### src/shared/uct_map.vh
`ifndef UCT_MAP_VH
`define UCT_MAP_VH

// Register byte offsets, one aligned word each
`define UCT_A_RELOAD_LO   8'h00
`define UCT_A_RELOAD_HI   8'h04
`define UCT_A_COUNT_LO    8'h08
`define UCT_A_COUNT_HI    8'h0c
`define UCT_A_AUX_CTRL    8'h10
`define UCT_A_INT_STATUS  8'h14
`define UCT_A_INT_MASK    8'h18
`define UCT_A_CMD_A       8'h1c
`define UCT_A_CMD_B       8'h20
`define UCT_A_START       8'h24
`define UCT_A_STOP        8'h28
`define UCT_A_CLK_SEL     8'h2c
`define UCT_A_W           8

// aux_control fields
`define UCT_AUX_MODE_BIT  6
`define UCT_AUX_SRC_HI    5
`define UCT_AUX_SRC_LO    4
`define UCT_AUX_PIN_BIT   3
`define UCT_AUX_MASK      8'h78

// Clock source codes in aux_control[5:4]
`define UCT_SRC_EXT       2'b00
`define UCT_SRC_EXT16     2'b01
`define UCT_SRC_X1        2'b10
`define UCT_SRC_X116      2'b11

// interrupt_status / interrupt_mask
`define UCT_ISR_READY_BIT 3
`define UCT_ISR_W         8

// Channel commands, upper nibble
`define UCT_CMD_TO_ON     4'ha
`define UCT_CMD_TO_OFF    4'hc

// Counter constants
`define UCT_CNT_W         16
`define UCT_CNT_ROLL      16'hff55
`define UCT_CNT_ONE       16'h0001
`define UCT_CNT_ZERO      16'h0000
`define UCT_PRE_W         4
`define UCT_PRE_LAST      4'hf
`define UCT_CSEL_W        4

// AHB encodings
`define UCT_HTRANS_NSEQ_BIT 1
`define UCT_HRESP_OKAY    1'b0
`define UCT_DATA_W        32
`define UCT_ZERO32        32'h0000_0000

`endif

### src/verilog/uct_sync.v
`timescale 1ns/100ps
module uct_sync #(
  parameter WIDTH = 1
) (
  input  wire             hclk,
  input  wire             hresetn,
  input  wire             ce,
  input  wire [WIDTH-1:0] async_in,
  output wire [WIDTH-1:0] sync_out
);

  reg [WIDTH-1:0] stage1;
  reg [WIDTH-1:0] stage2;

  genvar i;
  generate
    for (i = 0; i < WIDTH; i = i + 1) begin : g_bit
      always @(posedge hclk or negedge hresetn) begin
        if (!hresetn) begin
          stage1[i] <= 1'b0;
          stage2[i] <= 1'b0;
        end else if (ce) begin
          stage1[i] <= async_in[i];
          stage2[i] <= stage1[i];
        end
      end
    end
  endgenerate

  assign sync_out = stage2;

endmodule

### src/verilog/uct_tick.v
`timescale 1ns/100ps
`include "uct_map.vh"
module uct_tick (
  input  wire       hclk,
  input  wire       hresetn,
  input  wire       ce,
  input  wire [1:0] src_sel,
  input  wire       ext_level,
  input  wire       x1_tick,
  output reg        tick
);

  reg                   ext_prev;
  reg [`UCT_PRE_W-1:0]  prescale;
  wire                  ext_rise;
  wire                  base;
  wire                  div16;

  assign ext_rise = ext_level & ~ext_prev;
  assign base     = src_sel[1] ? x1_tick : ext_rise;
  // Odd codes divide the chosen source by sixteen
  assign div16    = src_sel[0];

  always @(posedge hclk or negedge hresetn) begin
    if (!hresetn) begin
      ext_prev <= 1'b0;
      prescale <= {`UCT_PRE_W{1'b0}};
      tick     <= 1'b0;
    end else if (ce) begin
      ext_prev <= ext_level;
      if (base) begin
        prescale <= prescale + 4'h1;
      end
      tick <= base & (~div16 | (prescale == `UCT_PRE_LAST));
    end
  end

endmodule

### src/verilog/uct_counter_timer.v
`timescale 1ns/100ps
`include "uct_map.vh"
module uct_counter_timer (
  input  wire        hclk,
  input  wire        hresetn,
  input  wire        ce,
  input  wire        hsel,
  input  wire [31:0] haddr,
  input  wire [1:0]  htrans,
  input  wire        hwrite,
  input  wire [2:0]  hsize,
  input  wire [31:0] hwdata,
  input  wire        hready,
  output reg  [31:0] hrdata,
  output wire        hreadyout,
  output wire        hresp,
  input  wire        rx_load_a,
  input  wire        rx_load_b,
  input  wire        x1_tick,
  input  wire        ct_ext_clk_pin,
  output reg         ct_out,
  output wire        ct_pin_out,
  output wire        ct_pin_oe,
  output wire        ct_irq,
  output wire [3:0]  baud_from_ct,
  output wire [3:0]  force_16x,
  output wire        timeout_on_a,
  output wire        timeout_on_b
);

  reg  [7:0]              reload_low_byte;
  reg  [7:0]              reload_high_byte;
  reg  [7:0]              aux_control;
  reg  [7:0]              interrupt_mask;
  reg  [`UCT_CSEL_W-1:0]  clock_select;
  reg  [`UCT_CNT_W-1:0]   count;
  reg                     ready;
  reg                     running;
  reg                     to_en_a;
  reg                     to_en_b;
  reg                     load_pend;
  reg                     load_hold;
  reg                     wr_pend;
  reg  [`UCT_A_W-1:0]     wr_addr;

  wire                    ext_level;
  wire                    tick;
  wire                    access;
  wire                    rd_now;
  wire [`UCT_A_W-1:0]     addr;
  wire                    timeout_mode;
  wire                    timer_mode;
  wire [`UCT_CNT_W-1:0]   reload;
  wire                    cmd_start;
  wire                    cmd_stop;
  wire                    wr_cmd_a;
  wire                    wr_cmd_b;
  wire                    to_on_a;
  wire                    to_off_a;
  wire                    to_on_b;
  wire                    to_off_b;
  wire                    to_arm;
  wire                    rx_event;
  wire                    fall;
  wire                    set_ready;
  wire                    clr_ready;

  reg  [`UCT_CNT_W-1:0]   next_count;
  reg                     next_out;
  reg                     next_running;
  reg                     next_pend;
  reg                     next_hold;
  reg  [31:0]             next_rdata;

  uct_sync #(
    .WIDTH (1)
  ) u_pin_sync (
    .hclk     (hclk),
    .hresetn  (hresetn),
    .ce       (ce),
    .async_in (ct_ext_clk_pin),
    .sync_out (ext_level)
  );

  uct_tick u_tick (
    .hclk      (hclk),
    .hresetn   (hresetn),
    .ce        (ce),
    .src_sel   (aux_control[`UCT_AUX_SRC_HI:`UCT_AUX_SRC_LO]),
    .ext_level (ext_level),
    .x1_tick   (x1_tick),
    .tick      (tick)
  );

  // Zero wait state slave, always OKAY
  assign hreadyout = 1'b1;
  assign hresp     = `UCT_HRESP_OKAY;

  assign access = hsel & hready & htrans[`UCT_HTRANS_NSEQ_BIT];
  assign addr   = haddr[`UCT_A_W-1:0];
  assign rd_now = access & ~hwrite;

  assign reload       = {reload_high_byte, reload_low_byte};
  assign timeout_mode = to_en_a | to_en_b;
  assign timer_mode   = aux_control[`UCT_AUX_MODE_BIT] & ~timeout_mode;

  // Start and stop are reads of reserved addresses; data ignored
  assign cmd_start = rd_now & (addr == `UCT_A_START) & ~timeout_mode;
  assign cmd_stop  = rd_now & (addr == `UCT_A_STOP) & ~timeout_mode;

  assign wr_cmd_a = wr_pend & (wr_addr == `UCT_A_CMD_A);
  assign wr_cmd_b = wr_pend & (wr_addr == `UCT_A_CMD_B);
  assign to_on_a  = wr_cmd_a & (hwdata[7:4] == `UCT_CMD_TO_ON);
  assign to_off_a = wr_cmd_a & (hwdata[7:4] == `UCT_CMD_TO_OFF);
  assign to_on_b  = wr_cmd_b & (hwdata[7:4] == `UCT_CMD_TO_ON);
  assign to_off_b = wr_cmd_b & (hwdata[7:4] == `UCT_CMD_TO_OFF);
  assign to_arm   = to_on_a | to_on_b;

  // Only channels in timeout mode feed the restart; OR of both
  assign rx_event = timeout_mode &
                    ((rx_load_a & to_en_a) | (rx_load_b & to_en_b));

  // Counter mode fall comes from the count hitting zero
  assign fall = ct_out & ~next_out;

  assign set_ready = fall;
  assign clr_ready = cmd_stop | to_arm | rx_event;

  always @* begin
    next_count   = count;
    next_out     = ct_out;
    next_running = running;
    next_pend    = load_pend;
    next_hold    = load_hold;
    if (to_arm) begin
      // Held stopped until the next character arrives
      next_running = 1'b0;
      next_pend    = 1'b0;
      next_hold    = 1'b0;
    end else if (timeout_mode) begin
      if (rx_event) begin
        next_pend = 1'b1;
        next_out  = 1'b1;
      end
      if (tick) begin
        if (load_hold) begin
          // Second tick after the load: reload and go
          next_count   = reload;
          next_running = 1'b1;
          next_hold    = 1'b0;
        end else if (load_pend) begin
          // First tick after the load: stop
          next_running = 1'b0;
          next_pend    = rx_event;
          next_hold    = 1'b1;
        end else if (running & ~rx_event) begin
          if (count == `UCT_CNT_ZERO) begin
            next_count = `UCT_CNT_ROLL;
          end else begin
            next_count = count - `UCT_CNT_ONE;
            if (count == `UCT_CNT_ONE) begin
              next_out = 1'b0;
            end
          end
        end
      end
    end else if (timer_mode) begin
      next_pend = 1'b0;
      next_hold = 1'b0;
      if (cmd_start) begin
        next_count = reload;
      end else if (tick) begin
        // Free running; stop does not halt the square wave
        if (count <= `UCT_CNT_ONE) begin
          next_count = reload;
          next_out   = ~ct_out;
        end else begin
          next_count = count - `UCT_CNT_ONE;
        end
      end
    end else begin
      next_pend = 1'b0;
      next_hold = 1'b0;
      if (cmd_start) begin
        next_count   = reload;
        next_running = 1'b1;
        next_out     = 1'b1;
      end else if (cmd_stop) begin
        next_running = 1'b0;
      end else if (tick & running) begin
        if (count == `UCT_CNT_ZERO) begin
          next_count = `UCT_CNT_ROLL;
        end else begin
          next_count = count - `UCT_CNT_ONE;
          if (count == `UCT_CNT_ONE) begin
            next_out = 1'b0;
          end
        end
      end
    end
  end

  always @* begin
    next_rdata = `UCT_ZERO32;
    case (addr)
      `UCT_A_RELOAD_LO:  next_rdata[7:0] = reload_low_byte;
      `UCT_A_RELOAD_HI:  next_rdata[7:0] = reload_high_byte;
      // Live count; in timer mode software must not trust it
      `UCT_A_COUNT_LO:   next_rdata[7:0] = count[7:0];
      `UCT_A_COUNT_HI:   next_rdata[7:0] = count[15:8];
      `UCT_A_AUX_CTRL:   next_rdata[7:0] = aux_control;
      `UCT_A_INT_STATUS: next_rdata[`UCT_ISR_READY_BIT] = ready;
      `UCT_A_INT_MASK:   next_rdata[7:0] = interrupt_mask;
      `UCT_A_CMD_A:      next_rdata[0] = to_en_a;
      `UCT_A_CMD_B:      next_rdata[0] = to_en_b;
      `UCT_A_CLK_SEL:    next_rdata[`UCT_CSEL_W-1:0] = clock_select;
      default:           next_rdata = `UCT_ZERO32;
    endcase
  end

  always @(posedge hclk or negedge hresetn) begin
    if (!hresetn) begin
      hrdata           <= `UCT_ZERO32;
      wr_pend          <= 1'b0;
      wr_addr          <= {`UCT_A_W{1'b0}};
      reload_low_byte  <= 8'h00;
      reload_high_byte <= 8'h00;
      aux_control      <= 8'h00;
      interrupt_mask   <= 8'h00;
      clock_select     <= {`UCT_CSEL_W{1'b0}};
      to_en_a          <= 1'b0;
      to_en_b          <= 1'b0;
      count            <= `UCT_CNT_ZERO;
      ct_out           <= 1'b1;
      running          <= 1'b0;
      load_pend        <= 1'b0;
      load_hold        <= 1'b0;
      ready            <= 1'b0;
    end else if (ce) begin
      wr_pend <= access & hwrite;
      wr_addr <= addr;
      if (rd_now) begin
        hrdata <= next_rdata;
      end
      if (wr_pend) begin
        case (wr_addr)
          `UCT_A_RELOAD_LO: reload_low_byte  <= hwdata[7:0];
          `UCT_A_RELOAD_HI: reload_high_byte <= hwdata[7:0];
          `UCT_A_AUX_CTRL:  aux_control      <= hwdata[7:0] & `UCT_AUX_MASK;
          `UCT_A_INT_MASK:  interrupt_mask   <= hwdata[7:0];
          `UCT_A_CLK_SEL:   clock_select     <= hwdata[`UCT_CSEL_W-1:0];
          default:          ;
        endcase
      end
      if (to_on_a) begin
        to_en_a <= 1'b1;
      end else if (to_off_a) begin
        to_en_a <= 1'b0;
      end
      if (to_on_b) begin
        to_en_b <= 1'b1;
      end else if (to_off_b) begin
        to_en_b <= 1'b0;
      end
      count     <= next_count;
      ct_out    <= next_out;
      running   <= next_running;
      load_pend <= next_pend;
      load_hold <= next_hold;
      // An expiry in the clearing cycle still wins
      if (set_ready) begin
        ready <= 1'b1;
      end else if (clr_ready) begin
        ready <= 1'b0;
      end
    end
  end

  assign ct_irq = ready & interrupt_mask[`UCT_ISR_READY_BIT];

  // Counter output may also drive a general I/O pin
  assign ct_pin_out = ct_out;
  assign ct_pin_oe  = aux_control[`UCT_AUX_PIN_BIT];

  // Any channel taking the counter as baud source runs 16x
  assign baud_from_ct = clock_select;
  assign force_16x    = clock_select;

  assign timeout_on_a = to_en_a;
  assign timeout_on_b = to_en_b;

endmodule

### config.mk
export PLATFORM = sky130hd
export DESIGN_NAME = uct_counter_timer
export DESIGN_NICKNAME = d
export VERILOG_FILES = /design/src/verilog/uct_sync.v /design/src/verilog/uct_tick.v /design/src/verilog/uct_counter_timer.v
export VERILOG_INCLUDE_DIRS = /design/src /design/src/shared
export SDC_FILE = /design/constraint.sdc
export NUM_CORES = 1
export LEC_CHECK = 0
export ABC_AREA = 1
export BUFFER_PORTS_ARGS = -buffer_cell sky130_fd_sc_hd__buf_2
export CELL_PAD_IN_SITES_DETAIL_PLACEMENT = 1
export CELL_PAD_IN_SITES_GLOBAL_PLACEMENT = 2
export CORE_MARGIN = 3
export CORE_UTILIZATION = 32
export DETAILED_ROUTE_END_ITERATION = 7
export GPL_ROUTABILITY_DRIVEN = 0
export PLACE_DENSITY = 0.95
export REMOVE_ABC_BUFFERS = 1
export SYNTH_ARGS = -nofsm -noshare
export SYNTH_HDL_FRONTEND = slang
export SYNTH_SLANG_ARGS = --single-unit
### constraint.sdc
create_clock -name hclk -period 5.2 [get_ports hclk]
set_input_delay 0.52 -clock hclk [delete_from_list [all_inputs] [get_ports hclk]]
set_output_delay 0.52 -clock hclk [all_outputs]
set_load 0.02 [all_outputs]
==> results by group, run 1 <==
Run status
  – Outcome: finished, final reports clean

Place
  – Placed Area: 0.00564 sq mm
  – Placement Setup Slack: 2.58 ns
  – HPWL Detailed: 13.3 mm
  – Dpl cells: 991
  – Number of port buffers: 48

STA
  – Final period util: 49.2%
  – Worst Hold Slack: 0.392 ns
  – Final hold violation count: 0
  – FMAX: 391 MHz
  – Final setup vio count: 0
  – Worst Max-Slew Pin Slew: 0.954 ns
  – Final Max Tran Viols: 0
  – TNS Setup: 0 ns
  – Final min period: 2.56 ns
  – Unrepaired setup endpoints after global routing: no
  – Final setup margin: 2.64 ns
  – Rel. slew slack: 36.4%
  – Clk_skew: 0.0102 ns

Floorplan
  – Initial Util: 33.1%
  – Die height: 135 um
  – Die ar.: 0.0182 sq mm
  – Total core area: 0.0161 sq mm
  – Row count: 46
  – # IOs: 127
  – Die W: 135 um

Route
  – Wirelength, routed: 17.0 mm
  – Initial DRC count: 360
  – # DRC: 0
  – DR WL/cell: 16.9 um
  – Routed Antenna Nets: 0
  – Drt pass-1 iters: 5
  – Via count: 4,963
  – Via/cell ratio: 4.92

Logic synthesis
  – Sequential area share after synthesis: 37.7%
  – Synth warn: 0
  – Ys flop type: dfrtp_1
  – Most common cell in the netlist: nand2_1
  – Leading area contributor after synthesis: dfrtp_1
  – Synth top cells by count: nand2_1, nor2_1, o21ai_0, dfrtp_1, inv_1
  – Number of flops mapped to enable cells by yosys: 0
  – Number of synthesized register bits: 80
  – Synthesized instance count: 744
  – Post-synth top area share: 37.2%
  – Synth Cell Area: 0.00532 sq mm
  – Distinct cells, synth: 53
  – Largest cells by area after synthesis: dfrtp_1, nand2_1, o21ai_0
  – Avg Cell Area, Syn: 7.15 sq um
  – Ys async rst share: 100%

Finish
  – Fill count: 2,075
  – Area delta synth->final: 11.3%
  – Reg area: 0.00200 sq mm
  – Final cell count without fillers: 1,008
  – Layout cell share with drive strength beyond 1: 14.3%
  – Layout Utilization: 36.9%
  – Area occupied by multi-input gates: 0.00282 sq mm
  – Fin area: 0.00592 sq mm
  – ANT cells: 0
  – NumNets Final: 870

Setup path
  – Critical R2R Launch: timeout_on_a$_DFFE_PN0P_
  – Worst reg2reg setup slack: 2.64 ns
  – Critical path peak fanout: 23
  – Slowest Stage Delay on Critical Path: 0.49 ns
  – FF-to-FF End: count[8]$_DFFE_PN0P_
  – Critical path class: reg -> reg
  – Most frequent CP cell: nor2_4
  – CP arrival: 2.79 ns
  – Worst EP required: 5.43 ns
  – Critical Path End Type: register
  – Crit path cell chain: nor2_4 -> nor2_4 -> nand2_1 -> nand3_1 -> o21bai_4 -> nor2_4 -> o21ai_0 -> nor2_1 -> nor2_1
  – Reg2Reg Depth: 9
  – Crit path launch type: register
  – CP max stage cell: dfrtp_1

Pwr
  – Power density over the cells: 394 mW/mm^2
  – Static leakage: 2.87 nW
  – Tot Pwr: 2.34 mW
  – VDD IR max: 0.189 mV

Clock tree
  – Latest clock arrival within the worst-skew pair: 0.35 ns
  – Clock Tree Buf Depth: 2
  – CTS H-tree lvls: 3
  – Root Buffer: clkbuf_16
  – Sink Count: 80
  – Clock buffer count from CTS: 9
  – CTS tree: built
  – Clk pin slew, worst setup/hold paths: 0.07 ns
  – CTS resizes: 0

Job
  – # Max-Cap Violations: 0

Global route
  – Total GRT Usage: 19.4%
  – Gr ovfl total: 0
  – GR Util met3: 2.05%
  – Vias in the first global route: 5,018
  – Most crowded layer after global routing: met2
  – Pin count of the biggest net entering global routing: 70
  – Antenna violations before repair: 0
  – Grt met1 use: 27.2%
  – Met2 Use GR: 31.8%
  – Wire length of the first global-routing pass: 27.7 mm

Min path
  – Hold endpoint: u_pin_sync.stage1$_DFFE_PN0P_
  – Worst Hold Class: in -> reg
  – Hold_sp: ct_ext_clk_pin
  – Hold Path Cell Cnt: 3
==> cells in the final DEF (no fill, tap or decap), types with 3 or more instances in the layout <==
cell	netlist	final
a21oi_1	22	22
a31oi_1	3	3
buf_2	1	47
clkbuf_16	0	9
conb_1	2	26
dfrtp_1	79	79
ha_1	4	4
inv_1	72	72
inv_2	5	5
nand2_1	193	193
nand2_2	7	7
nand3_1	54	54
nand3_2	5	5
nand4_1	5	5
nor2_1	87	87
nor2_2	7	7
nor2_4	12	12
nor3_1	6	6
o211ai_1	4	4
o21ai_0	81	81
o21ai_1	5	5
o21bai_1	4	4
xor2_1	8	8
==> state kept, by name, summed over array words and instances (netlist names), 4 cells and up <==
| register | count |
|---|---|
| aux_control | 4 |
| baud_from_ct | 4 |
| count | 16 |
| hrdata | 8 |
| interrupt_mask | 8 |
| reload_high_byte | 8 |
| reload_low_byte | 8 |
| u_tick.prescale | 4 |
| wr_addr | 8 |
==> power by group <==
group,leakage (nW),internal [mW],switching (mW)
clock network,0.129,0.338,0.270
registers,1.06,0.697,0.0858
logic,1.68,0.310,0.634
==> cell type report <==
type,instances,share of cell area (%)
multi-input combinational,568,47.6
sequential,80,33.8
inverter,78,4.97
tap,216,4.56
timing repair buffer,50,4.39
clock buffer,12,4.16
clock inverter,4,0.486
==> logic make-up after synthesis <==
kind of cell	Yosys count	synth area share, %
compound gates	138	14.7
xor+xnor	11	1.95
fa+ha+maj	4	0.941
buf+inv	120	11.1
flops	80	37.7
other cells	2	0.141
simple gates	389	33.5
==> worst max-delay path by stage <==
stage                             start                     to  cells after the start
6_report       timeout_on_a$_DFFE_PN0P_   count[8]$_DFFE_PN0P_                      9
2_1_floorplan  timeout_on_a$_DFFE_PN0P_  count[10]$_DFFE_PN0P_                      8
4_1_cts        timeout_on_a$_DFFE_PN0P_   count[8]$_DFFE_PN0P_                      9
3_3_place_gp   timeout_on_a$_DFFE_PN0P_   count[8]$_DFFE_PN0P_                      9
5_1_grt        timeout_on_a$_DFFE_PN0P_   count[8]$_DFFE_PN0P_                      9
3_5_place_dp   timeout_on_a$_DFFE_PN0P_   count[8]$_DFFE_PN0P_                      9
==> critical path: cells and delay by family (launching register included) <==
family          cells  cell delay, ns
flops               1            0.49
simple gates        7            1.53
compound gates      2            0.41
==> routing by layer <==
metal	vias up	routed length, um
met5	-	0
met4	0	310
met3	20	534
met2	102	8010
met1	2394	8190
li1	2447	-
==> timing repair <==
| action | 4_1_cts | 5_1_grt |
|---|---|---|
| buffers inserted | 0 | 0 |
| hold buffers | 1 | 0 |
| endpoints found under the setup margin | 0 | 0 |
| endpoints found under the hold margin | 1 | 0 |
Power figures use the tool's default switching activity.
==> run 2: changes to the inputs <==
CORE_UTILIZATION = 27   (was 32)
PLACE_DENSITY = 0.86   (was 0.95)
clock period = 2.1 ns   (was 5.2 ns; I/O delays follow)
==> run 2 against run 1 <==
  * Register-to-register slack worse by 2.5 ns
  * Clock skew hardly changed
  * Combinational power rose to 2.7 times the previous value
  * Non-clock buffer count rose by 30
  * Power rose to 2.6 times the previous value
  * Die area up 18%
  * Global-route usage is 2.8 points lower
  * Clock power grew to 2.6 times the previous value
  * Sequential share of layout area decreased by 1.8 points
  * Routed wire length rose by 4.0%
  * Clock-buffer cell count stayed put
  * Flip-flop and latch count did not move
  * Largest power group unchanged
  * Highest routed layer unchanged
==> results by group, run 2 (same netlist as run 1, synthesis figures left out) <==
Run status
  – Outcome: finished, final reports clean

Finish
  – Most frequent cells in the layout: nand2_1, nor2_1, o21ai_0, dfrtp_1, inv_1
  – Commonest non-fill, non-tap cell in the layout: nand2_1
  – Layout Utilization: 32.9% (-4.0 points)
  – Largest Register: count
  – Fin area: 0.00626 sq mm (+5.6%)
  – ANT cells: 0 (unchanged)
  – Fill count: 2,426 (+17%)
  – Largest register FFs: 16 (unchanged)
  – Layout cell share with drive strength beyond 1: 18.1% (+3.9 points)
  – NumNets Final: 900 (+3.4%)
  – Area delta synth->final: 17.6%

STA
  – Final hold violation count: 0 (unchanged)
  – Rel. slew slack: 64.3% (+28 points)
  – Final setup vio count: 0 (unchanged)
  – Worst Max-Slew Pin Slew: 0.536 ns (-0.419 ns)
  – Final setup margin: 0.142 ns (-2.50 ns)
  – TNS Setup: 0 ns (unchanged)
  – Unrepaired setup endpoints after global routing: no
  – Final period util: 93.2% (+44 points)
  – Clk_skew: 0.0102 ns (-0.0000305 ns)
  – Final Max Tran Viols: 0 (unchanged)
  – Final min period: 1.96 ns (-0.601 ns)
  – FMAX: 511 MHz (+31%)

Setup path
  – Worst EP required: 2.33 ns (-3.10 ns)
  – Crit path cell chain: inv_1 -> ha_1 -> nand2_1 -> nor2_4 -> o21ai_1 -> nand2_2 -> nand2_2 -> nand2_4 -> inv_2 -> nand2_1 -> nand2_1 -> nor2_1 -> nor2_1
  – Critical path class: reg -> reg
  – WP depth: 13 (+4)
  – CP top delay family: simple AND/OR/NAND/NOR gates
  – Buf/Inv on CP: 2 (+2)
  – Slowest Stage Delay on Critical Path: 0.41 ns (-0.08 ns)
  – Critical Path End Type: register
  – Critical path peak fanout: 7 (-70%)
  – Reg2Reg Depth: 13 (+4)
  – CP max stage cell: dfrtp_1
  – Most frequent CP cell: nand2_1
  – CP arrival: 2.18 ns (-0.61 ns)
  – Crit path launch type: register

Clock tree
  – Latest clock arrival within the worst-skew pair: 0.34 ns (about the same)
  – Sink Count: 80 (unchanged)
  – Clock buffer count from CTS: 9 (unchanged)
  – CTS tree: built
  – CTS H-tree lvls: 3 (unchanged)
  – Clk pin slew, worst setup/hold paths: 0.06 ns (about the same)
  – Clock Tree Buf Depth: 2 (unchanged)
  – Root Buffer: clkbuf_16

Place
  – Placement Setup Slack: 0.109 ns (-2.47 ns)
  – HPWL Detailed: 14.2 mm (+7.0%)
  – Placed Area: 0.00593 sq mm (+5.1%)
  – Number of port buffers: 48 (unchanged)

Route
  – # DRC: 0 (unchanged)
  – Via count: 5,077 (+2.3%)
  – Drt pass-1 iters: 5 (unchanged)
  – Via/cell ratio: 4.70 (-4.6%)
  – Routed Antenna Nets: 0 (unchanged)
  – Wirelength, routed: 17.7 mm (+4.0%)
  – Initial DRC count: 316 (-12%)
  – DR WL/cell: 16.4 um (-3.0%)

Floorplan
  – Die ar.: 0.0214 sq mm (+18%)
  – Row count: 50 (+8.7%)
  – Initial Util: 28.0% (-5.2 points)
  – Die height: 146 um (+8.5%)
  – Die W: 146 um (+8.5%)
  – Total core area: 0.0190 sq mm (+18%)
  – # IOs: 127 (unchanged)

Global route
  – Vias in the first global route: 5,181 (+3.2%)
  – Wire length of the first global-routing pass: 28.2 mm (+1.5%)
  – Pin count of the biggest net entering global routing: 45 (-36%)
  – Antenna violations before repair: 0 (unchanged)
  – Total GRT Usage: 16.6% (-2.8 points)
  – Gr ovfl total: 0 (unchanged)

Pwr
  – Power density over the cells: 959 mW/mm^2 (+140%)
  – VDD IR max: 0.429 mV (+130%)
  – Static leakage: 3.04 nW (+5.9%)

Job
  – # Max-Cap Violations: 0 (unchanged)

Min path
  – Hold Path Cell Cnt: 3 (unchanged)
  – Worst Hold Class: in -> reg
==> run 2: cell count changes in the layout (fill, tap and decap cells not counted), sizes merged <==
cell	before	now
buf	49	79
clkinvlp	2	1
==> run 2: path summary, 6_finish.rpt <==
kind / startpoint / slack [ns] / endpoint
min: ct_ext_clk_pin / 0.08 / u_pin_sync.stage1$_DFFE_PN0P_
min reg2reg: u_pin_sync.stage1$_DFFE_PN0P_ / 0.48 / u_pin_sync.stage1$_DFFE_PN0P_
max reg2reg: count[1]$_DFFE_PN0P_ / 0.14 / count[6]$_DFFE_PN0P_
min in group asynchronous: hresetn / 0.39 / wr_addr[1]$_DFFE_PN0P_
max: count[1]$_DFFE_PN0P_ / 0.14 / count[6]$_DFFE_PN0P_
max in group asynchronous: hresetn / 1.09 / interrupt_mask[5]$_DFFE_PN0P_
==> run 2: what timing repair did <==
action                                  4_1_cts  5_1_grt
hold endpoints to repair                     35        0
hold buffers                                  1        0
gates resized for setup                       0        5
endpoints found under the setup margin        0       11
buffers inserted                              0        2
==> run 2: per-stage QoR <==
stage | power [mW] | hold WS (ns) | std cells
after global routing | 6.42 | 0.103 | 1081
after detailed placement | 4.39 | 0.230 | 1063
final | 6.00 | 0.0774 | 1081
after floorplan | 3.64 | -0.0856 | 726
after global placement | 4.34 | 0.226 | 1063
after CTS | 5.98 | 0.0745 | 1079
==> run 2: routing by layer <==
| layer | vias up | track usage [%] | share of wire, % |
|---|---|---|---|
| met2 | 97 | 27.3 | 47 |
| met1 | 2456 | 23.1 | 48 |
| met4 | 0 | 5.17 | 1.7 |
| met3 | 15 | 1.46 | 3.5 |
| li1 | 2509 | - | - |
| met5 | - | 0 | 0 |
==> run 2: cell type report <==
type	instances	area [sq um]	area share, %
Multi-Input combinational cell	568	2830	45.3
Sequential cell	80	2000	32.0
Timing Repair Buffer	80	510	8.16
Tap cell	260	325	5.20
Inverter	78	294	4.70
Clock buffer	12	267	4.26
Clock inverter	3	25.0	0.400
==> run 2: report_power, final <==
group | total, mW | leakage (nW) | internal, mW | switching [mW]
Sequential | 1.92 | 1.06 | 1.73 | 0.196
Combinational | 2.52 | 1.84 | 0.866 | 1.65
Clock | 1.56 | 0.141 | 0.899 | 0.662
Total | 6.00 | 3.04 | 3.49 | 2.51
==> run 2: worst min-delay path: stages <==
cell and delay (ns):
buf_2 0.08, nand2_1 0.04, nand2_1 0.06
==> run 3: changes to the inputs <==
CORE_ASPECT_RATIO = 1.1   (was unset)
==> run 3 against run 2 <==
  * Die area about the same
  * Largest cell class unchanged
  * Clock power decreased by 4%
  * Setup slack about the same
  * Critical endpoint is now count[8]$_DFFE_PN0P_
  * First-iteration DRC count decreased by 20%
  * Sequential share of layout area decreased by 0.14 points
==> results by group, run 3 (same netlist as run 1, synthesis figures left out) <==
STA
  – Final min period: 1.96 ns (-0.000289 ns)
  – Final Max Tran Viols: 0 (unchanged)
  – TNS Setup: 0 ns (unchanged)
  – FMAX: 511 MHz (about the same)
  – Unrepaired setup endpoints after global routing: no
  – Rel. slew slack: 64.7% (+0.41 points)
  – Final setup vio count: 0 (unchanged)
  – Worst Max-Slew Pin Slew: 0.528 ns (-0.00743 ns)
  – Clk_skew: 0.00607 ns (-0.00411 ns)
  – Worst Hold Slack: 0.0647 ns (-0.0127 ns)
  – Final period util: 93.2% (about the same)
  – Final hold violation count: 0 (unchanged)

Global route
  – Gr ovfl total: 0 (unchanged)
  – Total GRT Usage: 17.2% (+0.64 points)
  – Vias in the first global route: 5,276 (+1.8%)
  – Pin count of the biggest net entering global routing: 38 (-16%)
  – Wire length of the first global-routing pass: 29.0 mm (+3.1%)
  – Antenna violations before repair: 0 (unchanged)

Pwr
  – Internal power: 3.50 mW (+0.28%)
  – Comb pwr share: 43.7% (+1.7 points)
  – Sw Share: 42.3% (+0.47 points)
  – Sequential power share: 31.6% (-0.4 points)
  – VDD IR max: 0.363 mV (-15%)
  – Static leakage: 3.10 nW (+1.7%)
  – Switching power: 2.56 mW (+2.2%)
  – Clock network power share: 24.7% (-1.3 points)
  – Tot Pwr: 6.07 mW (+1.1%)
  – Power density over the cells: 965 mW/mm^2 (+0.65%)

Clock tree
  – Sink Count: 80 (unchanged)
  – Clk pin slew, worst setup/hold paths: 0.06 ns (about the same)
  – Clock Tree Buf Depth: 2 (unchanged)
  – CTS H-tree lvls: 3 (unchanged)
  – Root Buffer: clkbuf_16
  – Clock buffer count from CTS: 9 (unchanged)
  – CTS tree: built
  – Latest clock arrival within the worst-skew pair: 0.35 ns (about the same)

Setup path
  – Critical Path End Type: register
  – Critical path class: reg -> reg
  – Crit path launch type: register
  – Critical path peak fanout: 4 (-3)
  – CP arrival: 2.19 ns (about the same)
  – Worst EP required: 2.33 ns (about the same)

Floorplan
  – Initial Util: 27.7% (-0.31 points)
  – Die height: 153 um (+4.7%)
  – # IOs: 127 (unchanged)
  – Row count: 53 (+6.0%)
  – Die ar.: 0.0214 sq mm (about the same)
  – Die W: 140 um (-4.5%)
  – Total core area: 0.0192 sq mm (+1.1%)

Finish
  – Largest register FFs: 16 (unchanged)
  – Area delta synth->final: 18.1%
  – Largest Register: count
  – NumNets Final: 909 (+1.0%)
  – Fill count: 2,427 (+0.041%)
  – Most frequent cells in the layout: nand2_1, nor2_1, o21ai_0, dfrtp_1, inv_1
  – Commonest non-fill, non-tap cell in the layout: nand2_1
  – Layout cell share with drive strength beyond 1: 18.7% (+0.53 points)
  – Final cell count without fillers: 1,077 (-0.37%)
  – ANT cells: 0 (unchanged)

Route
  – Met1 WL: 8.22 mm (-3.8%)
  – # DRC: 0 (unchanged)
  – Initial DRC count: 252 (-20%)
  – Routed length on met2: 8.91 mm (+7.8%)
  – Drt pass-1 iters: 4 (-1)
  – WL met3: 628 um (+1.6%)
  – Wirelength, routed: 18.2 mm (+2.8%)
  – Routed Antenna Nets: 0 (unchanged)
  – Top Layer Used: met4
  – Via/cell ratio: 4.75 (+1.1%)
  – DR WL/cell: 16.9 um (+3.2%)
  – Via count: 5,112 (+0.69%)

Place
  – Dpl cells: 1,057 (-0.56%)
  – Number of port buffers: 48 (unchanged)
  – HPWL Detailed: 14.5 mm (+1.9%)

Job
  – # Max-Cap Violations: 0 (unchanged)

Run status
  – Outcome: finished, final reports clean

Min path
  – Worst Hold Class: in -> reg
-- run 3: cell count changes in the layout (fill, tap and decap cells not counted), sizes merged --
cell,delta
clkinv,+2
clkbuf,-2
buf,+9
-- run 3: metrics by stage --
stage	setup slack [ns]	cell area, sq um	util (%)
CTS	0.118	6240	32.5
global route	0.00748	6280	32.7
global placement	0.180	5960	31.0
floorplan	0.137	5120	-
detailed placement	0.113	5960	31.0
finish	0.142	6280	32.7
-- run 3: cell type report --
cell class	instances	area [sq um]	area share (%)
clock inverters	5	31.3	0.498
well taps	247	309	4.92
multi-input cells	568	2830	45.0
inverters	78	294	4.68
clock buffers	10	239	3.80
flip-flops and latches	80	2000	31.9
repair buffers	89	578	9.20
-- run 3: repair_timing --
action                                  in CTS  in global routing
resized for setup                            0                  2
endpoints found under the hold margin       34                  0
endpoints found under the setup margin       0                  4
hold buffers                                 1                  0
buffers inserted                             0                  4
-- run 3: worst max-delay path, cell delays in order (launching register included) --
cell and delay [ns]:
dfrtp_1 0.42, inv_1 0.10, ha_1 0.19, nand2_1 0.11, nor2_4 0.18, buf_4 0.14, xor2_2 0.18, nand3_1 0.09
o211ai_1 0.10, nand3_1 0.10, nor2_1 0.15, nor2_1 0.07
-- run 3: power by group through the flow --
stage,combinational [mW],clock [mW],sequential [mW]
2_1_floorplan,1.71,0,1.93
3_3_place_gp,2.51,0,1.94
3_5_place_dp,2.55,0,1.94
4_1_cts,2.57,1.54,1.92
5_1_grt,2.95,1.61,1.95
6_report,2.65,1.50,1.91
-- run 3: final timing paths --
| path | start | end | slack [ns] | cells past startpoint |
|---|---|---|---|---|
| worst min register to register | u_pin_sync.stage1$_DFFE_PN0P_ | u_pin_sync.stage1$_DFFE_PN0P_ | 0.48 | 2 |
| worst max-delay path | count[0]$_DFFE_PN0P_ | count[8]$_DFFE_PN0P_ | 0.14 | 11 |
| worst max register to register | count[0]$_DFFE_PN0P_ | count[8]$_DFFE_PN0P_ | 0.14 | 11 |
| worst min-delay path | ct_ext_clk_pin | u_pin_sync.stage1$_DFFE_PN0P_ | 0.06 | 3 |
| max in group asynchronous | hresetn | count[11]$_DFFE_PN0P_ | 1.15 | 3 |
| min in group asynchronous | hresetn | wr_addr[7]$_DFFE_PN0P_ | 0.38 | 2 |
-- run 3: layer usage --
metal	global-route usage [%]	vias to the layer above
met2	29.5	81
met4	5.91	0
met3	2.19	25
met5	0	-
met1	22.4	2482
li1	-	2524
